[config.mk]
export PLATFORM = sky130hd
export DESIGN_NAME = epsc_top
export DESIGN_NICKNAME = d
export VERILOG_FILES = /design/src/hw/epsc_pkg.sv /design/src/hw/epsc_link_if.sv /design/src/hw/epsc_strap_latch.sv /design/src/hw/epsc_led_drv.sv /design/src/hw/epsc_top.sv
export SDC_FILE = /design/constraint.sdc
export NUM_CORES = 1
export LEC_CHECK = 0
export BUFFER_PORTS_ARGS = -buffer_cell sky130_fd_sc_hd__buf_2
export CAP_MARGIN = 20
export CORE_UTILIZATION = 50
export CTS_BUF_LIST = sky130_fd_sc_hd__clkbuf_16
export DETAILED_ROUTE_END_ITERATION = 6
export GPL_TIMING_DRIVEN = 0
export PLACE_DENSITY = 0.87
export SYNTH_ARGS = -nofsm -noshare
export SYNTH_HDL_FRONTEND = slang
export SYNTH_SLANG_ARGS = --single-unit
[constraint.sdc]
create_clock -name clk_i -period 4.5 [get_ports clk_i]
set_input_delay 0.225 -clock clk_i [delete_from_list [all_inputs] [get_ports clk_i]]
set_output_delay 0.225 -clock clk_i [all_outputs]
set_load 0.005 [all_outputs]
[src/hw/epsc_pkg.sv]
// Constants, register map and types of the strap configuration loader
package epsc_pkg;
   localparam int unsigned CLK_PERIOD_NS  = 20;
   localparam int unsigned RST_MIN_NS     = 1000;
   localparam int unsigned RST_MIN_CYC    =
      (RST_MIN_NS + CLK_PERIOD_NS - 1) / CLK_PERIOD_NS;
   localparam logic [7:0]  RST_CNT_MIN    = 8'(RST_MIN_CYC);
   localparam int unsigned BLINK_HZ       = 5;
   localparam int unsigned BLINK_HALF_CYC =
      1000000000 / (CLK_PERIOD_NS * BLINK_HZ * 2);
   localparam logic [9:0]  IDX_ADVERT     = 10'h004;
   localparam logic [9:0]  IDX_PHY_CTL    = 10'h019;
   localparam logic [9:0]  IDX_STATUS     = 10'h01F;
   localparam logic [9:0]  IDX_REG_CTL    = 10'h0D0;
   localparam int unsigned CTL_MDIX_EN    = 15;
   localparam int unsigned CTL_MDIX_FORCE = 14;
   localparam int unsigned CTL_LED_MODE   = 5;
   localparam int unsigned REG_PD_BIT     = 15;
   localparam int unsigned ADV_LSB        = 5;
   localparam logic [15:0] ADV_BASE       = 16'h0001;
   localparam logic [3:0]  ADV_FULL       = 4'hF;
   localparam logic [3:0]  ADV_HALF       = 4'h5;
   localparam logic [4:0]  DEF_ADDR       = 5'h01;
   localparam logic        DEF_DUPLEX     = 1'b1;
   localparam logic        DEF_LED        = 1'b1;
   localparam logic        DEF_MDIX       = 1'b1;
   localparam logic        DEF_RMII       = 1'b0;
   localparam int unsigned ST_DUPLEX      = 5;
   localparam int unsigned ST_LED         = 6;
   localparam int unsigned ST_MDIX        = 7;
   localparam int unsigned ST_RMII        = 8;
   localparam int unsigned ST_SHORT       = 9;
   localparam int unsigned NUM_PADS       = 16;
   localparam int unsigned PAD_LED        = 3;
   localparam int unsigned PAD_RX_DV      = 5;
   localparam int unsigned PAD_CRS        = 6;
   localparam int unsigned PAD_RX_ER      = 7;
   localparam int unsigned PAD_COL        = 8;
   localparam int unsigned PAD_RXD0       = 9;
   typedef enum logic [2:0] {
      PH_RESET = 3'b001,
      PH_LOAD  = 3'b010,
      PH_RUN   = 3'b100
   } epsc_phase_e;
   typedef enum logic [1:0] {
      BUS_IDLE = 2'b01,
      BUS_ACK  = 2'b10
   } epsc_bus_e;
endpackage

[src/hw/epsc_link_if.sv]
// Interface between the loader core, strap latch and LED driver
`timescale 1ns/10ps
`default_nettype none
interface epsc_link_if;
   logic       sample;
   logic [4:0] addr;
   logic       duplex;
   logic       led;
   logic       mdix;
   logic       rmii;
   logic       led_mode;
   logic       link_up;
   logic       activity;
   logic       led_on;
   modport latch (input sample, output addr, duplex, led, mdix, rmii);
   modport led_drv (input led_mode, link_up, activity, output led_on);
   modport core (output sample, led_mode, link_up, activity,
                 input addr, duplex, led, mdix, rmii, led_on);
endinterface
`default_nettype wire

[src/hw/epsc_strap_latch.sv]
// Strap sampling latch
`timescale 1ns/10ps
`default_nettype none
module epsc_strap_latch
   import epsc_pkg::*;
(
   input  wire logic                clk_i,
   input  wire logic                sys_rst_i,
   input  wire logic                clk_en_i,
   input  wire logic [NUM_PADS-1:0] pad_i,
   epsc_link_if.latch               lnk
);
   always_ff @(posedge clk_i or posedge sys_rst_i) begin
      if (sys_rst_i) begin
         lnk.addr   <= DEF_ADDR;
         lnk.duplex <= DEF_DUPLEX;
         lnk.led    <= DEF_LED;
         lnk.mdix   <= DEF_MDIX;
         lnk.rmii   <= DEF_RMII;
      end else if (clk_en_i && lnk.sample) begin
         lnk.addr   <= {pad_i[PAD_RXD0+3:PAD_RXD0], pad_i[PAD_COL]};
         lnk.duplex <= pad_i[PAD_LED];
         lnk.led    <= pad_i[PAD_CRS];
         lnk.mdix   <= pad_i[PAD_RX_ER];
         lnk.rmii   <= pad_i[PAD_RX_DV];
      end
   end
endmodule
`default_nettype wire

[src/hw/epsc_led_drv.sv]
// Link LED driver with activity blink
`timescale 1ns/10ps
`default_nettype none
module epsc_led_drv
   import epsc_pkg::*;
#(
   parameter int unsigned HALF_CYC = BLINK_HALF_CYC
)(
   input  wire logic clk_i,
   input  wire logic sys_rst_i,
   input  wire logic clk_en_i,
   epsc_link_if.led_drv lnk
);
   logic [23:0] cnt_q;
   logic        phase_q;

   // Blink half-period timer
   always_ff @(posedge clk_i or posedge sys_rst_i) begin
      if (sys_rst_i) begin
         cnt_q   <= 24'h000000;
         phase_q <= 1'b0;
      end else if (clk_en_i) begin
         if (cnt_q >= 24'(HALF_CYC - 1)) begin
            cnt_q   <= 24'h000000;
            phase_q <= ~phase_q;
         end else begin
            cnt_q <= cnt_q + 24'h000001;
         end
      end
   end

   // Mode 1 link only, mode 2 blinks on activity
   always_ff @(posedge clk_i or posedge sys_rst_i) begin
      if (sys_rst_i) begin
         lnk.led_on <= 1'b0;
      end else if (clk_en_i) begin
         if (lnk.led_mode) begin
            lnk.led_on <= lnk.link_up;
         end else begin
            lnk.led_on <= lnk.link_up & (~lnk.activity | phase_q);
         end
      end
   end
endmodule
`default_nettype wire

[src/hw/epsc_top.sv]
// Strap configuration loader top with register slave and pad control
//
// Decided for this implementation: the Avalon-MM register port.
`timescale 1ns/10ps
`default_nettype none
module epsc_top
   import epsc_pkg::*;
#(
   parameter int unsigned BLINK_HALF_CYC_P = BLINK_HALF_CYC
)(
   input  wire logic                clk_i,
   input  wire logic                sys_rst_i,
   input  wire logic                clk_en_i,
   input  wire logic                phy_rst_n_i,
   input  wire logic [11:0]         avs_address_i,
   input  wire logic                avs_read_i,
   input  wire logic                avs_write_i,
   input  wire logic [3:0]          avs_byteenable_i,
   input  wire logic [31:0]         avs_writedata_i,
   output logic      [31:0]         avs_readdata_o,
   output logic                     avs_waitrequest_o,
   input  wire logic [NUM_PADS-1:0] pad_i,
   output logic      [NUM_PADS-1:0] pad_o,
   output logic      [NUM_PADS-1:0] pad_oe_n_o,
   input  wire logic [NUM_PADS-1:0] core_out_i,
   input  wire logic [NUM_PADS-1:0] core_oe_i,
   input  wire logic                link_up_i,
   input  wire logic                activity_i,
   output logic      [4:0]          station_addr_o,
   output logic                     full_duplex_o,
   output logic                     rmii_mode_o,
   output logic                     mdix_en_o,
   output logic                     force_mdix_o,
   output logic                     led_mode_o,
   output logic                     regulator_pd_o,
   output logic      [15:0]         advert_o,
   output logic                     cfg_ready_o
);

   epsc_phase_e phase_q;
   epsc_phase_e phase_d;
   logic        ready_q;
   epsc_bus_e   bus_q;
   logic        sample_q;
   logic [15:0] phy_ctl_q;
   logic [15:0] reg_ctl_q;
   logic [15:0] advert_q;
   logic [7:0]  rst_cnt_q;
   logic        short_q;
   logic        waitreq_q;
   logic [31:0] rdata_q;
   logic [NUM_PADS-1:0] pad_q;
   logic [NUM_PADS-1:0] oe_n_q;
   logic        wr_fire;
   logic        run;
   logic [9:0]  idx;

   epsc_link_if lnk ();

   assign lnk.sample   = sample_q;
   assign lnk.led_mode = phy_ctl_q[CTL_LED_MODE];
   assign lnk.link_up  = link_up_i;
   assign lnk.activity = activity_i;

   assign idx     = avs_address_i[11:2];
   assign wr_fire = (bus_q == BUS_ACK) && avs_write_i;
   assign run     = (phase_q == PH_RUN);

   epsc_strap_latch u_latch (
      .clk_i     (clk_i),
      .sys_rst_i (sys_rst_i),
      .clk_en_i  (clk_en_i),
      .pad_i     (pad_i),
      .lnk       (lnk.latch)
   );

   epsc_led_drv #(
      .HALF_CYC (BLINK_HALF_CYC_P)
   ) u_led (
      .clk_i     (clk_i),
      .sys_rst_i (sys_rst_i),
      .clk_en_i  (clk_en_i),
      .lnk       (lnk.led_drv)
   );

   // Byte-lane merge of a 16-bit register
   function automatic logic [15:0] merge16(
      input logic [15:0] old,
      input logic [31:0] wdata,
      input logic [3:0]  be
   );
      logic [15:0] res;
      res = old;
      if (be[0]) begin
         res[7:0] = wdata[7:0];
      end
      if (be[1]) begin
         res[15:8] = wdata[15:8];
      end
      return res;
   endfunction

   // Advertisement bits from the duplex strap
   function automatic logic [15:0] advert_init(input logic duplex);
      logic [15:0] res;
      res = ADV_BASE;
      res[ADV_LSB+3:ADV_LSB] = duplex ? ADV_FULL : ADV_HALF;
      return res;
   endfunction

   // Read multiplexer
   function automatic logic [31:0] rd_mux(input logic [9:0] i);
      logic [31:0] res;
      res = 32'h00000000;
      case (i)
         IDX_ADVERT:  res[15:0] = advert_q;
         IDX_PHY_CTL: res[15:0] = phy_ctl_q;
         IDX_REG_CTL: res[15:0] = reg_ctl_q;
         IDX_STATUS: begin
            res[4:0]       = lnk.addr;
            res[ST_DUPLEX] = lnk.duplex;
            res[ST_LED]    = lnk.led;
            res[ST_MDIX]   = lnk.mdix;
            res[ST_RMII]   = lnk.rmii;
            res[ST_SHORT]  = short_q;
         end
         default: res = 32'h00000000;
      endcase
      return res;
   endfunction

   // Next phase of reset, load and run
   always_comb begin
      phase_d = phase_q;
      if (!phy_rst_n_i) begin
         phase_d = PH_RESET;
      end else begin
         case (phase_q)
            PH_RESET: begin
               phase_d = PH_LOAD;
            end
            PH_LOAD: begin
               phase_d = PH_RUN;
            end
            PH_RUN: begin
               phase_d = PH_RUN;
            end
            default: begin
               phase_d = PH_RESET;
            end
         endcase
      end
   end

   // Reset, load and run phases
   always_ff @(posedge clk_i or posedge sys_rst_i) begin
      if (sys_rst_i) begin
         phase_q <= PH_RESET;
      end else if (clk_en_i) begin
         phase_q <= phase_d;
      end
   end

   // Ready flag registered alongside the phase
   always_ff @(posedge clk_i or posedge sys_rst_i) begin
      if (sys_rst_i) begin
         ready_q <= 1'b0;
      end else if (clk_en_i) begin
         ready_q <= (phase_d == PH_RUN);
      end
   end

   // Strap sampling window, also once after power-on
   always_ff @(posedge clk_i or posedge sys_rst_i) begin
      if (sys_rst_i) begin
         sample_q <= 1'b1;
      end else if (clk_en_i) begin
         sample_q <= !phy_rst_n_i;
      end
   end

   // Reset pulse width measure and short-pulse flag
   always_ff @(posedge clk_i or posedge sys_rst_i) begin
      if (sys_rst_i) begin
         rst_cnt_q <= 8'h00;
      end else if (clk_en_i) begin
         if (!phy_rst_n_i) begin
            if (rst_cnt_q < RST_CNT_MIN) begin
               rst_cnt_q <= rst_cnt_q + 8'h01;
            end
         end else begin
            rst_cnt_q <= 8'h00;
         end
      end
   end

   always_ff @(posedge clk_i or posedge sys_rst_i) begin
      if (sys_rst_i) begin
         short_q <= 1'b0;
      end else if (clk_en_i) begin
         if (phy_rst_n_i && (rst_cnt_q != 8'h00) &&
             (rst_cnt_q < RST_CNT_MIN)) begin
            short_q <= 1'b1;
         end else if (wr_fire && (idx == IDX_STATUS) &&
                      avs_byteenable_i[1] && avs_writedata_i[ST_SHORT]) begin
            short_q <= 1'b0;
         end
      end
   end

   // PHY control register
   always_ff @(posedge clk_i or posedge sys_rst_i) begin
      if (sys_rst_i) begin
         phy_ctl_q <= 16'h0000;
         phy_ctl_q[CTL_LED_MODE] <= DEF_LED;
         phy_ctl_q[CTL_MDIX_EN]  <= DEF_MDIX;
      end else if (clk_en_i) begin
         if (phase_q == PH_LOAD) begin
            phy_ctl_q <= 16'h0000;
            phy_ctl_q[CTL_LED_MODE] <= lnk.led;
            phy_ctl_q[CTL_MDIX_EN]  <= lnk.mdix;
         end else if (run && wr_fire && (idx == IDX_PHY_CTL)) begin
            phy_ctl_q <= merge16(phy_ctl_q, avs_writedata_i,
                                 avs_byteenable_i);
         end
      end
   end

   // Regulator control register
   always_ff @(posedge clk_i or posedge sys_rst_i) begin
      if (sys_rst_i) begin
         reg_ctl_q <= 16'h0000;
      end else if (clk_en_i) begin
         if (phase_q == PH_RESET) begin
            reg_ctl_q <= 16'h0000;
         end else if (run && wr_fire && (idx == IDX_REG_CTL)) begin
            reg_ctl_q <= merge16(reg_ctl_q, avs_writedata_i,
                                 avs_byteenable_i);
         end
      end
   end

   // Auto-negotiation advertisement register
   always_ff @(posedge clk_i or posedge sys_rst_i) begin
      if (sys_rst_i) begin
         advert_q <= advert_init(DEF_DUPLEX);
      end else if (clk_en_i) begin
         if (phase_q == PH_LOAD) begin
            advert_q <= advert_init(lnk.duplex);
         end else if (run && wr_fire && (idx == IDX_ADVERT)) begin
            advert_q <= merge16(advert_q, avs_writedata_i,
                                avs_byteenable_i);
         end
      end
   end

   // Bus handshake, one wait cycle per access
   always_ff @(posedge clk_i or posedge sys_rst_i) begin
      if (sys_rst_i) begin
         bus_q     <= BUS_IDLE;
         waitreq_q <= 1'b1;
      end else if (clk_en_i) begin
         case (bus_q)
            BUS_IDLE: begin
               if (avs_read_i || avs_write_i) begin
                  bus_q     <= BUS_ACK;
                  waitreq_q <= 1'b0;
               end
            end
            BUS_ACK: begin
               bus_q     <= BUS_IDLE;
               waitreq_q <= 1'b1;
            end
            default: begin
               bus_q     <= BUS_IDLE;
               waitreq_q <= 1'b1;
            end
         endcase
      end
   end

   // Read data capture
   always_ff @(posedge clk_i or posedge sys_rst_i) begin
      if (sys_rst_i) begin
         rdata_q <= 32'h00000000;
      end else if (clk_en_i) begin
         if ((bus_q == BUS_IDLE) && avs_read_i) begin
            rdata_q <= rd_mux(idx);
         end
      end
   end

   // Pad drive: all released in reset, functional afterwards
   for (genvar k = 0; k < NUM_PADS; k++) begin : g_pad
      always_ff @(posedge clk_i or posedge sys_rst_i) begin
         if (sys_rst_i) begin
            pad_q[k]  <= 1'b0;
            oe_n_q[k] <= 1'b1;
         end else if (clk_en_i) begin
            if (!run || !phy_rst_n_i) begin
               pad_q[k]  <= 1'b0;
               oe_n_q[k] <= 1'b1;
            end else if (k == PAD_LED) begin
               pad_q[k]  <= lnk.led_on;
               oe_n_q[k] <= 1'b0;
            end else begin
               pad_q[k]  <= core_out_i[k];
               oe_n_q[k] <= ~core_oe_i[k];
            end
         end
      end
   end

   assign avs_readdata_o    = rdata_q;
   assign avs_waitrequest_o = waitreq_q;
   assign pad_o             = pad_q;
   assign pad_oe_n_o        = oe_n_q;
   assign station_addr_o    = lnk.addr;
   assign full_duplex_o     = lnk.duplex;
   assign rmii_mode_o       = lnk.rmii;
   assign mdix_en_o         = phy_ctl_q[CTL_MDIX_EN];
   assign force_mdix_o      = phy_ctl_q[CTL_MDIX_FORCE];
   assign led_mode_o        = phy_ctl_q[CTL_LED_MODE];
   assign regulator_pd_o    = reg_ctl_q[REG_PD_BIT];
   assign advert_o          = advert_q;
   assign cfg_ready_o       = ready_q;

endmodule
`default_nettype wire

==> results of run 1 <==
## stage by stage
stage	worst slack, ns	setup TNS [ns]
2_1_floorplan	0.373	0
3_3_place_gp	-1.24	-143.76
3_5_place_dp	2.07	0
4_1_cts	2.30	0
5_1_grt	1.99	0
6_report	2.30	0
## per-layer routing
layer	vias to the layer above	wire (um)
li1	2626	-
met1	2852	7310
met2	257	8380
met3	33	1140
met4	0	330
met5	-	0
## cell usage in the layout, fill, tap and decap left out, types with 6 or more instances in the layout
cell           synthesis  routed
mux2_2                28      28
dfstp_2               30      30
dfrtp_1              117     117
a22o_2                 8       8
and2_1                23      23
nand3_1               10      10
dlygate4sd3_1          0      16
nand4_1                7       7
nand2_1               48      48
xnor2_1               13      13
clkbuf_1              24      24
buf_4                 16      17
o22a_1                 6       6
and4_1                 7       7
xor2_1                12      12
o22ai_1                9       9
inv_1                 11      10
nor3_1                10      10
a22o_1                40      40
o21ai_0               21      21
nor2_1                62      62
clkbuf_16              0      17
a21oi_1               20      20
conb_1                 1      16
o2bb2ai_1              9       9
a22oi_1               28      28
buf_2                  0     151
## power groups by stage
stage	clock (mW)	sequential, mW	combinational (mW)
floorplan	0	1.62	0.289
global placement	0	1.64	0.436
detailed placement	0	1.64	0.456
CTS	1.34	1.62	0.471
global route	1.41	1.64	0.520
finish	1.34	1.63	0.471
## path summary, 6_finish.rpt
path | from | end | slack [ns] | depth (start not counted)
min in group asynchronous | sys_rst_i | reg_ctl_q[12] | 0.44 | 3
max reg2reg | u_led.cnt_q[10] | u_led.cnt_q[12] | 2.30 | 6
max in group asynchronous | sys_rst_i | pad_oe_n_o[11] | 3.26 | 4
max | u_led.cnt_q[10] | u_led.cnt_q[12] | 2.30 | 6
min | phy_rst_n_i | phase_q[0] | 0.01 | 2
min reg2reg | pad_oe_n_o[5] | pad_oe_n_o[5] | 0.49 | 2
## logic make-up after synthesis
logic type	share of synthesized area, %
adder cells (fa/ha/maj)	0.554
other	0.0553
buffers and inverters	4.21
multiplexers	4.65
flip-flops	54.8
AO/OA/AOI/OAI	17.6
AND/OR/NAND/NOR	14.9
XOR/XNOR	3.23
## cell usage after synthesis, types with 3 or more instances
| cell type | number | area, sq um |
|---|---|---|
| a21oi_1 | 20 | 100 |
| a22o_1 | 40 | 350 |
| a22o_2 | 8 | 80.1 |
| a22oi_1 | 28 | 210 |
| a31oi_1 | 3 | 18.8 |
| and2_1 | 23 | 144 |
| and3_1 | 3 | 18.8 |
| and4_1 | 7 | 61.3 |
| and4b_1 | 3 | 30.0 |
| buf_4 | 16 | 120 |
| clkbuf_1 | 24 | 90.1 |
| dfrtp_1 | 117 | 2930 |
| dfstp_2 | 30 | 788 |
| ha_1 | 3 | 37.5 |
| inv_1 | 11 | 41.3 |
| mux2_2 | 28 | 315 |
| nand2_1 | 48 | 180 |
| nand2b_1 | 5 | 31.3 |
| nand3_1 | 10 | 50.1 |
| nand4_1 | 7 | 43.8 |
| nor2_1 | 62 | 233 |
| nor3_1 | 10 | 50.1 |
| nor4_1 | 4 | 25.0 |
| o21a_1 | 3 | 22.5 |
| o21ai_0 | 21 | 105 |
| o22a_1 | 6 | 52.6 |
| o22ai_1 | 9 | 56.3 |
| o2bb2ai_1 | 9 | 78.8 |
| xnor2_1 | 13 | 114 |
| xor2_1 | 12 | 105 |
## sequential cells by signal (all words and copies together), names as in the netlist, 2 cells and up
name,cells
phy_ctl_q,16
rst_cnt_q,8
pad_o,16
reg_ctl_q,16
pad_oe_n_o,16
u_latch.lnk.addr,5
advert_o,16
avs_readdata_o,16
bus_q,2
u_led.cnt_q,24
phase_q,3
## layout make-up
cell class,instances,area [sq um],share of cell area [%]
flip-flops and latches,147,3720,43.4
multi-input cells,428,2830,33.1
repair buffers,169,951,11.1
clock buffers,17,425,4.96
plain buffers,44,240,2.80
well taps,176,220,2.57
clock inverters,15,134,1.56
inverters,12,50.0,0.584
## worst max-delay path: stages (launching register included)
cell       delay (ns)
dfrtp_1          0.42
nand4bb_1        0.20
nor4_1           0.20
a221oi_1         0.18
nor3_1           0.55
clkbuf_1         0.42
nor2_1           0.10
==> results.py, run 1 <==
metrics = {
    "status": {
        "status": "complete, no violations",
    },
    "floorplan": {
        "die_area_sq_um": 14000,
        "ios": 197,
        "fp.dieW_um": 118,
        "die_y_um": 118,
        "row_count": 42,
        "start_util_pct": 51.2,
        "core-area_sq_um": 13200,
    },
    "grt": {
        "globalRouteMet1Util_pct": 34.3,
        "grt_pass1_wl_mm": 28.4,
        "grt_max_degree": 86,
        "grtUsageMet3_pct": 6.13,
        "antenna_found_initial": 0,
        "overflow": 0,
        "grt_pass1_vias": 5708,
        "use_met2_pct": 41.1,
        "grt-busiest-layer": "met2",
        "track_usage_pct": 25.8,
    },
    "detailed_routing": {
        "first_pass_iters": 5,
        "ant_nets": 0,
        "drc": 0,
        "wl_per_cell_um": 17.0,
        "routed_wl_mm": 17.2,
        "post_drt_via_cell_ratio": 5.72,
        "dr_total_vias": 5768,
        "drtIter0Drc": 462,
    },
    "sta": {
        "worstMarginPinSlew_ns": 1.14,
        "rsz0062_at_grt": "no",
        "holdWs_ns": 0.0148,
        "max_slew_margin_pct": 23.5,
        "period_needed_ns": 2.20,
        "clock.fmax_ghz": 0.455,
        "skew_ns": 0.00617,
        "finalHoldViolations": 0,
        "period_share_pct": 48.8,
        "setup-violations-final": 0,
        "drv_slew": 0,
    },
    "power_and_ir_drop": {
        "power_density_nw_per_um2": 401,
        "intPower_mw": 2.50,
        "p_comb_share_pct": 13.7,
        "power.switching_uw": 936,
        "p_total_mw": 3.44,
        "vdd_drop_max_v": 0.000285,
        "power_frac_clock_pct": 38.8,
        "p_seq_share_pct": 47.4,
        "switching_share_pct": 27.2,
        "static-leakage-power_nw": 3.99,
    },
    "clocking": {
        "clockBufferDepth": 2,
        "cts_resized": 0,
        "tritoncts": "yes",
        "root_buffer": "clkbuf_16",
        "clk_pin_slew_ns": 0.06,
        "cts_sinks": 147,
        "h-tree-depth": 4,
        "postCtsHoldBufs": 16,
        "cts_setup_buffers": 0,
        "cts_buffers": 17,
        "insertion_delay_ns": 0.42,
    },
    "critical_path": {
        "crit_fanout": 10,
        "worstPathArrival_ns": 2.48,
        "critPathRequiredTime_ns": 4.79,
        "crit_type": "register to register",
        "cp-end-kind": "register",
        "cp-start-kind": "register",
    },
    "placed_design": {
        "placed_cell_area_sq_um": 7840,
        "numPortBuffers": 151,
        "hpwl_mm": 11.9,
        "routabilityCongestion": 0.858,
        "placed_cells": 959,
    },
    "worst_hold_path": {
        "hp-class": "input port to register",
    },
    "final_layout": {
        "final_cell_area_sq_um": 8570,
        "post-route-util_pct": 64.7,
        "final_nets": 926,
        "diodes": 0,
        "drive_gt1_share_pct": 33.2,
        "fill_cells": 1066,
        "instances_no_fill": 1008,
        "syn2layout_area_growth_pct": 26.4,
    },
    "yosys": {
        "syn_area_per_cell_sq_um": 11.0,
        "ys_seq_area_share_pct": 54.8,
        "syn_inst": 616,
        "synth_edf_count": 0,
        "synth_area_sq_um": 6780,
        "ys_warn_count": 0,
        "synth_seq_cells": 147,
        "yosysUniqueCellTypes": 57,
        "async_reset_ff_share_pct": 100,
        "synth-main-ff-cell": "dfrtp_1",
    },
    "flow_run": {
        "drv_cap": 0,
    },
}
Note: power is estimated with default switching activity, not from simulation.
==> run 2: changes to the inputs <==
- clock period: 4.5 -> 2.1 ns (I/O delays scaled with it)
==> run 2 against run 1 <==
Register-to-register slack worse by 2.2 ns. Fmax is 7.6% higher. Utilization is 4.9 points higher.
==> results.py, run 2 (same netlist as run 1, synthesis figures left out) <==
metrics = {
    "placed_design": {
        "hpwl_mm": 12.1,
        "routabilityCongestion": 0.832,
        "pre_cts_ws_ns": -0.229,
        "placed_cell_area_sq_um": 7880,
        "numPortBuffers": 151,
        "placed_cells": 961,
    },
    "sta": {
        "worstMarginPinSlew_ns": 1.16,
        "setup_slack_ns": 0.0593,
        "setup_tns_ns": 0,
        "skew_ns": 0.0113,
        "max_slew_margin_pct": 22.5,
        "period_share_pct": 97.2,
        "setup-violations-final": 0,
        "clock.fmax_ghz": 0.490,
        "drv_slew": 0,
        "holdWs_ns": 0.0104,
        "period_needed_ns": 2.04,
        "finalHoldViolations": 0,
    },
    "critical_path": {
        "cp-end-kind": "register",
        "path_cells": "ha_1 > a311o_1 > a221oi_4 > nor3_4 > clkbuf_2 > nor2_1",
        "max_stage_delay_ns": 0.42,
        "worst-path-buf-inv": 1,
        "worstPathArrival_ns": 2.37,
        "critPathRequiredTime_ns": 2.43,
        "crit_fanout": 10,
        "crit_family": "compound AO/OA/AOI/OAI gates",
        "cp-start-kind": "register",
        "critical_path.slowest_cell": "dfrtp_1",
        "crit_type": "register to register",
    },
    "detailed_routing": {
        "dr_total_vias": 6229,
        "post_drt_via_cell_ratio": 5.90,
        "wl_per_cell_um": 18.8,
        "drc": 0,
        "ant_nets": 0,
        "routed_wl_mm": 19.8,
        "drtIter0Drc": 630,
        "first_pass_iters": 6,
    },
    "grt": {
        "grt_max_degree": 44,
        "grt_pass1_vias": 6362,
        "track_usage_pct": 29.2,
        "antenna_found_initial": 0,
        "grt_pass1_wl_mm": 31.8,
        "overflow": 0,
    },
    "final_layout": {
        "post-route-util_pct": 69.6,
        "final_cell_mix": "buf_2 (151), dfrtp_1 (117), nor2_1 (61), dlygate4sd3_1 (60), nand2_1 (48)",
        "diodes": 0,
        "drive_gt1_share_pct": 33.0,
        "syn2layout_area_growth_pct": 36.0,
        "regMostFlops": "u_led.cnt_q",
        "final_cell_area_sq_um": 9220,
        "largest_register_ff_count": 24,
        "instances_no_fill": 1055,
        "final_common_cell": "buf_2",
        "final_nets": 973,
    },
    "floorplan": {
        "core-area_sq_um": 13200,
        "ios": 197,
        "fp.dieW_um": 118,
        "die_y_um": 118,
        "die_area_sq_um": 14000,
        "row_count": 42,
        "start_util_pct": 51.2,
    },
    "clocking": {
        "cts_buffers": 17,
        "cts_sinks": 147,
        "clockBufferDepth": 2,
        "insertion_delay_ns": 0.43,
        "root_buffer": "clkbuf_16",
        "clk_pin_slew_ns": 0.06,
        "tritoncts": "yes",
        "h-tree-depth": 4,
    },
    "power_and_ir_drop": {
        "power_density_nw_per_um2": 876,
        "vdd_drop_max_v": 0.000655,
        "static-leakage-power_nw": 4.27,
        "p_total_mw": 8.07,
    },
    "status": {
        "status": "complete, no violations",
    },
    "worst_hold_path": {
        "hp-class": "input port to register",
    },
    "flow_run": {
        "drv_cap": 0,
    },
}
run 2: cell types whose count changed in the layout (fill, tap and decap cells not counted), moves of 3 or more:
cell / previous run / this run
clkbuf_1: 24 / 19
bufinv_16: 1 / 6
clkbuf_2: 0 / 4
buf_12: 0 / 3
inv_6: 4 / 1
dlygate4sd3_1: 16 / 60
run 2: worst register-to-register path, stage by stage, from the launching register on:
cell and delay (ns):
dfrtp_1 0.42, ha_1 0.24, a311o_1 0.37, a221oi_4 0.38
nor3_4 0.11, clkbuf_2 0.22, nor2_1 0.20
run 2: layer usage:
metal	wire length [um]	GRT usage, %	up-vias
met4	900	17.1	0
met2	9740	48.1	360
met1	7760	35.1	3070
met5	0	0	-
li1	-	-	2706
met3	1440	6.90	93
run 2: repair_timing:
action                                  in CTS  in global routing
setup buffers                                0                  3
resized for setup                            3                 14
endpoints found under the setup margin      27                 67
hold buffers                                60                  0
pin swaps                                    0                  3
endpoints found under the hold margin       96                  0
run 2: final timing paths:
path / slack [ns] / from / endpoint / depth (start not counted)
setup / recovery: 0.06 / u_led.cnt_q[0] / u_led.cnt_q[4] / 6
hold / removal: 0.01 / activity_i / u_led.lnk.led_on / 4
setup reg to reg: 0.06 / u_led.cnt_q[0] / u_led.cnt_q[4] / 6
hold reg to reg: 0.49 / pad_oe_n_o[3] / pad_oe_n_o[3] / 2
max in group asynchronous: 0.77 / sys_rst_i / u_latch.lnk.mdix / 5
min in group asynchronous: 0.38 / sys_rst_i / pad_o[4] / 3
run 2: layout make-up:
type | count | area, sq um
fill | 903 | 4030
sequential | 147 | 3720
multi-input combinational | 428 | 2890
timing repair buffer | 217 | 1440
clock buffer | 17 | 425
buffer | 43 | 241
clock inverter | 15 | 238
tap | 176 | 220
inverter | 12 | 48.8
run 2: power breakdown:
group	total, mW	internal (mW)	switching [mW]
registers	3.50	3.22	0.280
clock network	3.42	2.22	1.20
logic	1.15	0.565	0.583
total	8.07	6.01	2.07
